**src/spxp_pkg.sv**
```systemverilog
package spxp_pkg;

	// Register word addresses on the plain register port.
	localparam logic [7:0] SPXP_GCTL_ADDR = 8'h00;
	localparam logic [7:0] SPXP_PCTL_ADDR = 8'h04;

	// Bit positions in the global control word.
	localparam int unsigned SPXP_GCTL_RIE_BIT  = 0;
	localparam int unsigned SPXP_GCTL_RTIE_BIT = 1;
	localparam int unsigned SPXP_GCTL_XRST_BIT = 2;
	localparam int unsigned SPXP_GCTL_RRST_BIT = 3;
	localparam int unsigned SPXP_GCTL_TRANSMIT_FRAME_SYNC_MODE_BIT = 4;

	// Pin indices: transmit clock, transmit data, transmit frame sync.
	localparam int unsigned SPXP_NUM_PINS  = 3;
	localparam int unsigned SPXP_PIN_TCLK  = 0;
	localparam int unsigned SPXP_PIN_TDATA = 1;
	localparam int unsigned SPXP_PIN_TSYNC = 2;

	// Base bit of each pin's four-bit field group in the pin control word.
	localparam int unsigned SPXP_PIN_BASE [SPXP_NUM_PINS] = '{0, 4, 12};

	// Offsets inside one pin's field group.
	localparam int unsigned SPXP_FLD_FUNC = 0;
	localparam int unsigned SPXP_FLD_DIR  = 1;
	localparam int unsigned SPXP_FLD_DOUT = 2;
	localparam int unsigned SPXP_FLD_DIN  = 3;

	// Software waits this many cycles after system reset before releasing a side.
	localparam int unsigned SPXP_SOFT_RST_WAIT_CYC = 3;

	typedef struct packed {
		logic [7:0]  addr;
		logic [31:0] wdata;
		logic        we;
		logic        re;
	} spxp_req_t;

	typedef struct packed {
		logic transmit_frame_sync_mode;
		logic rrst_n;
		logic xrst_n;
		logic rtie;
		logic rie;
	} spxp_gctl_t;

	typedef struct packed {
		logic din;
		logic dout;
		logic dir;
		logic func;
	} spxp_pin_t;

	typedef struct packed {
		spxp_gctl_t                       gctl;
		spxp_pin_t [SPXP_NUM_PINS-1:0]    pin;
		logic [31:0]                      rdata;
		logic                             tx_irq;
		logic                             rx_irq;
	} spxp_state_t;

	localparam spxp_state_t SPXP_STATE_RST = '0;

endpackage

```
**src/spxp_ctrl.sv**
```systemverilog
// The implementer's own choices: the address-and-strobe port and the register offsets.
`timescale 1ns/10ps

module spxp_ctrl (
	input  wire logic               CLK_I,
	input  wire logic               RST_N_I,
	input  wire spxp_pkg::spxp_req_t REG_REQ_I,
	output logic [31:0]             RD_DATA_O,
	input  wire logic               RX_EVENT_I,
	input  wire logic               RX_TIMER_EVENT_I,
	output logic                    RX_IRQ_O,
	output logic                    DMA_RX_EVENT_O,
	output logic                    TX_IRQ_O,
	output logic                    TX_RESET_N_O,
	output logic                    RX_RESET_N_O,
	output logic                    TX_FSYNC_MODE_O,
	input  wire logic [2:0]         SER_OUT_I,
	input  wire logic [2:0]         SER_OE_N_I,
	output logic [2:0]              SER_IN_O,
	input  wire logic [2:0]         PIN_I,
	output logic [2:0]              PIN_O,
	output logic [2:0]              PIN_OE_N_O
);

	spxp_pkg::spxp_state_t s;
	spxp_pkg::spxp_state_t next_s;

	function automatic logic [31:0] gctl_word(input spxp_pkg::spxp_gctl_t g);
		logic [31:0] w;
		w = '0;
		w[spxp_pkg::SPXP_GCTL_RIE_BIT]  = g.rie;
		w[spxp_pkg::SPXP_GCTL_RTIE_BIT] = g.rtie;
		w[spxp_pkg::SPXP_GCTL_XRST_BIT] = g.xrst_n;
		w[spxp_pkg::SPXP_GCTL_RRST_BIT] = g.rrst_n;
		w[spxp_pkg::SPXP_GCTL_TRANSMIT_FRAME_SYNC_MODE_BIT] = g.transmit_frame_sync_mode;
		return w;
	endfunction

	function automatic logic [31:0] pctl_word(input spxp_pkg::spxp_pin_t [2:0] p);
		logic [31:0] w;
		w = '0;
		for (int i = 0; i < 3; i++) begin
			w[spxp_pkg::SPXP_PIN_BASE[i] + spxp_pkg::SPXP_FLD_FUNC] = p[i].func;
			w[spxp_pkg::SPXP_PIN_BASE[i] + spxp_pkg::SPXP_FLD_DIR]  = p[i].dir;
			w[spxp_pkg::SPXP_PIN_BASE[i] + spxp_pkg::SPXP_FLD_DOUT] = p[i].dout;
			w[spxp_pkg::SPXP_PIN_BASE[i] + spxp_pkg::SPXP_FLD_DIN]  = p[i].din;
		end
		return w;
	endfunction

	always_comb begin
		next_s = s;
		next_s.rdata = '0;
		// Input bits follow the pin level every cycle, so writes never stick.
		for (int i = 0; i < 3; i++) begin
			next_s.pin[i].din = PIN_I[i];
		end
		// Enabled receive sources are merged into one flag for CPU and DMA.
		next_s.rx_irq = (s.gctl.rie & RX_EVENT_I) | (s.gctl.rtie & RX_TIMER_EVENT_I);
		if (REG_REQ_I.we) begin
			unique case (REG_REQ_I.addr)
				spxp_pkg::SPXP_GCTL_ADDR: begin
					next_s.gctl.rie    = REG_REQ_I.wdata[spxp_pkg::SPXP_GCTL_RIE_BIT];
					next_s.gctl.rtie   = REG_REQ_I.wdata[spxp_pkg::SPXP_GCTL_RTIE_BIT];
					next_s.gctl.xrst_n = REG_REQ_I.wdata[spxp_pkg::SPXP_GCTL_XRST_BIT];
					next_s.gctl.rrst_n = REG_REQ_I.wdata[spxp_pkg::SPXP_GCTL_RRST_BIT];
					next_s.gctl.transmit_frame_sync_mode   = REG_REQ_I.wdata[spxp_pkg::SPXP_GCTL_TRANSMIT_FRAME_SYNC_MODE_BIT];
				end
				spxp_pkg::SPXP_PCTL_ADDR: begin
					for (int i = 0; i < 3; i++) begin
						next_s.pin[i].func =
							REG_REQ_I.wdata[spxp_pkg::SPXP_PIN_BASE[i] + spxp_pkg::SPXP_FLD_FUNC];
						next_s.pin[i].dir =
							REG_REQ_I.wdata[spxp_pkg::SPXP_PIN_BASE[i] + spxp_pkg::SPXP_FLD_DIR];
						next_s.pin[i].dout =
							REG_REQ_I.wdata[spxp_pkg::SPXP_PIN_BASE[i] + spxp_pkg::SPXP_FLD_DOUT];
					end
				end
				default: begin
				end
			endcase
		end
		// A soft reset drives the side's reset output and leaves the pin bits alone; entering transmit reset also pulses tx_irq for one cycle.
		next_s.tx_irq = s.gctl.xrst_n & ~next_s.gctl.xrst_n;
		if (REG_REQ_I.re) begin
			unique case (REG_REQ_I.addr)
				spxp_pkg::SPXP_GCTL_ADDR: next_s.rdata = gctl_word(s.gctl);
				spxp_pkg::SPXP_PCTL_ADDR: next_s.rdata = pctl_word(s.pin);
				default: next_s.rdata = '0;
			endcase
		end
	end

	always_ff @(posedge CLK_I or negedge RST_N_I) begin
		if (!RST_N_I) begin
			s <= spxp_pkg::SPXP_STATE_RST;
		end else begin
			s <= next_s;
		end
	end

	assign RD_DATA_O       = s.rdata;
	assign RX_IRQ_O        = s.rx_irq;
	assign DMA_RX_EVENT_O  = s.rx_irq;
	assign TX_IRQ_O        = s.tx_irq;
	assign TX_RESET_N_O    = s.gctl.xrst_n;
	assign RX_RESET_N_O    = s.gctl.rrst_n;
	assign TX_FSYNC_MODE_O = s.gctl.transmit_frame_sync_mode;

	// The enable is active low: a GPIO input leaves the pin undriven.
	for (genvar g = 0; g < 3; g++) begin : g_pin
		assign PIN_O[g]      = s.pin[g].func ? SER_OUT_I[g] : s.pin[g].dout;
		assign PIN_OE_N_O[g] = s.pin[g].func ? SER_OE_N_I[g] : ~s.pin[g].dir;
		assign SER_IN_O[g]   = s.pin[g].func & PIN_I[g];
	end

	logic wr_gctl;
	logic wr_pctl;
	assign wr_gctl = REG_REQ_I.we && (REG_REQ_I.addr == spxp_pkg::SPXP_GCTL_ADDR);
	assign wr_pctl = REG_REQ_I.we && (REG_REQ_I.addr == spxp_pkg::SPXP_PCTL_ADDR);

	for (genvar g = 0; g < 3; g++) begin : g_chk

	end

	// Read strobes decoded once so the read-back checks stay short.
	logic rd_gctl;
	logic rd_pctl;
	logic rd_other;
	assign rd_gctl  = REG_REQ_I.re && (REG_REQ_I.addr == spxp_pkg::SPXP_GCTL_ADDR);
	assign rd_pctl  = REG_REQ_I.re && (REG_REQ_I.addr == spxp_pkg::SPXP_PCTL_ADDR);
	assign rd_other = REG_REQ_I.re && !rd_gctl && !rd_pctl;

	for (genvar g = 0; g < 3; g++) begin : g_fld_chk

	end
endmodule

```
**config.mk**
```make
export PLATFORM = sky130hd
export DESIGN_NAME = spxp_ctrl
export DESIGN_NICKNAME = d
export VERILOG_FILES = /design/src/spxp_pkg.sv /design/src/spxp_ctrl.sv
export SDC_FILE = /design/constraint.sdc
export NUM_CORES = 1
export LEC_CHECK = 0
export ABC_AREA = 1
export BUFFER_PORTS_ARGS = -buffer_cell sky130_fd_sc_hd__buf_2
export CAP_MARGIN = 20
export CORE_MARGIN = 1.5
export CORE_UTILIZATION = 35
export CTS_CLUSTER_SIZE = 14
export DETAILED_ROUTE_END_ITERATION = 8
export GPL_ROUTABILITY_DRIVEN = 0
export PLACE_DENSITY = 0.68
export SLEW_MARGIN = 10
export SYNTH_ARGS = -nofsm -noshare
export SYNTH_HDL_FRONTEND = slang
export SYNTH_SLANG_ARGS = --single-unit
```
**constraint.sdc**
```tcl
create_clock -name CLK_I -period 1.3 [get_ports CLK_I]
set_input_delay 0.065 -clock CLK_I [delete_from_list [all_inputs] [get_ports CLK_I]]
set_output_delay 0.065 -clock CLK_I [all_outputs]
set_load 0.1 [all_outputs]
```
; ---- Yosys cells after proc, flatten, opt, wreduce, memory -nomap -nowiden
; Index checks and enable logic that the tools add are counted.
[word_totals]
regBits = 51
input_bits = 55
[op_classes]
n_eq_ne = 1
muxes = 10
n_bitwise = 11
reduce_logical = 3
[op_table]
columns = operator, n
row1 = $pmux 16 s2, 1
row2 = $mux 16, 1
row3 = $eq 8x3->1 const B, 1
row4 = $logic_not 8->1, 1
row5 = $and 1x1->1, 6
row6 = $mux 1, 6
row7 = $mux 3, 2
row8 = $not 1->1, 4
row9 = $reduce_and 2->1, 2
row10 = $or 1x1->1, 1

; ---- Longest topological paths before layout
[depth]
depth_word = 5
depth_mapped = 7

; ---- Least setup slack after synthesis
; Ideal clock, no wire load.
[synth_path]
path_type = register to output
startpoint = register s[38] (netlist bit)
endpoint = output PIN_O[1]
t_arrival_ps = 2546
path_slack_ps = -1311
stages_incl_launch_ff = 2
path_buffers = 0
cell_sequence = dfrtp_1 -> o21ai_0
[synth_via]
elab_chain_cells = 1
[synth_lines]
columns = element, line
row1 = "start, declared", spxp_ctrl.sv:25  ; spxp_pkg::spxp_state_t s;
row2 = "start signal, assigned", spxp_ctrl.sv:96  ; s <= spxp_pkg::SPXP_STATE_RST;
row3 = "start signal, assigned", spxp_ctrl.sv:98  ; s <= next_s;
row4 = $mux 1, spxp_ctrl.sv:112  ; assign PIN_O[g] = s.pin[g].func ? SER_OUT_I[g] : s.pin[g].dout;
row5 = "end, declared", spxp_ctrl.sv:21  ; output logic [2:0] PIN_O,
; Every way passes these cells.

; ---- Worst setup path after layout
[layout_path]
startpoint = register s[34] (netlist bit)
endpoint = output PIN_O[0]
; Same word-level chain as after synthesis.

==> flow_summary.yaml <==
outcome:
  status: "finished, final reports clean"
drt:
  num_vias: 1224
  drcViolationCount: 0
  viasPerCell: 4.33
  firstDrtPassIters: 4
  wl_per_cell_um: 11.0
  detail-route-antenna-nets: 0
  wirelength_um: 3120
  drt_iter0_markers: 59
cts:
  clockBufferDepth: 2
  cts_buffers: 5
  htree_levels: 2
  worst_skew_pair.late_latency_ns: 0.28
  path_clk_slew_ns: 0.06
  root_buffer: "clkbuf_8"
  tritoncts: "built"
  cts.sinks: 31
timing:
  setup_tns_ns: 0
  hold_ws_ns: 0.00412
  slew_headroom_pct: 54.8
  finalSetupViolCount: 0
  finalHoldViolCount: 0
  min_period_over_period_pct: 97.3
  max_freq_mhz: 791
  drv_slew: 0
  skew_ns: 0.00370
  period_needed_ns: 1.26
  worst_slew_pin_slew_ns: 0.679
critical_path:
  worstSetupStartpointType: "flip-flop"
  path_class: "reg -> out"
  arrival_ns: 1.20
  critPathMaxFanout: 4
  required_ns: 1.24
  cp-end-kind: "primary output"
final_layout:
  finalNetCount: 287
  seqCellArea_um2: 778
  drive_above_1_share_pct: 36.5
  area_growth_pct: 31.7
  multi_input_area_um2: 533
  fin_util_pct: 49.4
  antenna_cells: 0
  fin_cells: 283
  nFillCells: 399
global_routing:
  antenna_found_initial: 0
  overflow: 0
  gr-usage-all-layers_pct: 14.1
  grt_start_max_net_pins: 32
  grt_pass1_vias: 1206
  grt_pass1_wl_um: 5370
floorplanning:
  die_w_um: 69.4
  initial_core_util_pct: 37.5
  die_area_um2: 4820
  core-area_um2: 4120
  die_h_um: 69.4
  rows: 23
  io_pins: 102
power:
  vdd_drop_max_mv: 0.326
  finalPower_mw: 2.52
  p_per_area_nw_per_um2: 1240
  power.leakage_nw: 1.15
place:
  io_buffers: 59
  dp_hpwl_um: 2310
  place_inst: 269
yosys:
  ys_seq_elements: 31
  ys_seq_area_share_pct: 50.2
  syn_inst: 176
  synth.avg_cell_area_um2: 8.78
  synth.distinct_cells: 17
  synth_area_um2: 1550
  yosys_warnings: 0
job:
  maxCapViolCount: 0
worst_hold_path:
  min_path_type: "in -> reg"
[final timing paths]
check,startpoint,end,slack (ns),cells after the start
worst max-delay path,s[34]$_DFFE_PN0P_,PIN_O[0],0.04,2
worst min-delay path,RX_EVENT_I,DMA_RX_EVENT_O$_DFF_PN0_,0.004,2
worst max register to register,s[34]$_DFFE_PN0P_,s[34]$_DFFE_PN0P_,0.41,4
worst min register to register,s[45]$_DFF_PN0_,RD_DATA_O[15]$_DFF_PN0_,0.47,2
max in group asynchronous,RST_N_I,s[42]$_DFFE_PN0P_,0.47,2
min in group asynchronous,RST_N_I,DMA_RX_EVENT_O$_DFF_PN0_,0.36,2
[critical path, stage by stage, from the launching register on]
cell and delay [ns]:
dfrtp_1 0.42, mux2_4 0.33, buf_12 0.17
[sequential cells by signal, summed over array words and instances (netlist names)]
name,flops
s,14
RD_DATA_O,12
DMA_RX_EVENT_O,1
RX_RESET_N_O,1
TX_FSYNC_MODE_O,1
TX_IRQ_O,1
TX_RESET_N_O,1
[per-layer routing]
layer / global-route usage [%] / vias up / wire [um]
met2: 25.5 / 50 / 1580
li1: - / 600 / -
met1: 14.7 / 567 / 1230
met4: 7.84 / 0 / 70
met3: 3.63 / 7 / 236
met5: 0 / - / 0
[final cells by class]
type / count / share of cell area [%]
Sequential cell: 31 / 38.3
Inverter: 14 / 2.58
Timing Repair Buffer: 68 / 25.0
Multi-Input combinational cell: 112 / 26.2
Tap cell: 50 / 3.08
Clock buffer: 8 / 4.92
[per-stage QoR]
stage / worst slack, ns / cell area, um2
5_1_grt: -0.00316 / 2030
6_report: 0.0357 / 2030
4_1_cts: 0.00769 / 2020
3_3_place_gp: 0.230 / 1870
2_1_floorplan: -0.0488 / 1640
3_5_place_dp: 0.207 / 1870
[cells in the final DEF, fill, tap and decap left out]
cell type and count:
nor2_2 1, nand3_1 23, buf_4 5, o21ai_2 4, buf_12 9, clkbuf_8 7
dlygate4sd3_1 4, buf_2 50, nand3_4 1, nand2_2 2, inv_1 14, nand3_2 1
dfrtp_2 2, mux2_4 1, dfrtp_1 29, nor2_1 12, o21ai_4 1, nor2_4 1
nand2_1 44, a22o_1 1, clkbuf_1 1, conb_1 20
[kinds of logic after synthesis]
family                 count (synthesis)  synth area share, %
flip-flops                            31                 50.2
multiplexers                           1                0.729
other                                  1                0.243
AND/OR/NAND/NOR                       85                 24.6
AO/OA/AOI/OAI                          6                 2.19
buffers and inverters                 52                 22.0
[report_power, final]
group | leakage (nW) | switching (mW) | internal, mW
combinational | 0.687 | 0.542 | 0.147
clock | 0.0515 | 0.331 | 0.482
sequential | 0.416 | 0.0248 | 0.993
total | 1.15 | 0.897 | 1.62
[synth_stat cells]
master / number / share of area [%]
buf_4: 34 / 17
a22o_1: 1 / 0.57
nor2_4: 1 / 0.73
nor2_2: 1 / 0.41
mux2_2: 1 / 0.73
dfrtp_1: 31 / 50
inv_1: 14 / 3.4
o21ai_0: 5 / 1.6
buf_6: 2 / 1.5
nand2_1: 45 / 11
buf_2: 2 / 0.65
conb_1: 1 / 0.24
nand2_2: 1 / 0.41
nand3_2: 1 / 0.65
nand3_4: 1 / 1.1
nor2_1: 12 / 2.9
nand3_1: 23 / 7.4
[timing repair]
item                                    in CTS  in global routing
cloned                                       0                  0
hold endpoints to repair                    34                  0
buffers inserted                             1                  1
endpoints found under the setup margin       1                  3
gates resized for setup                      0                  3
hold buffers                                 4                  0
pin swaps                                    0                  0
Power figures use the tool's default switching activity.
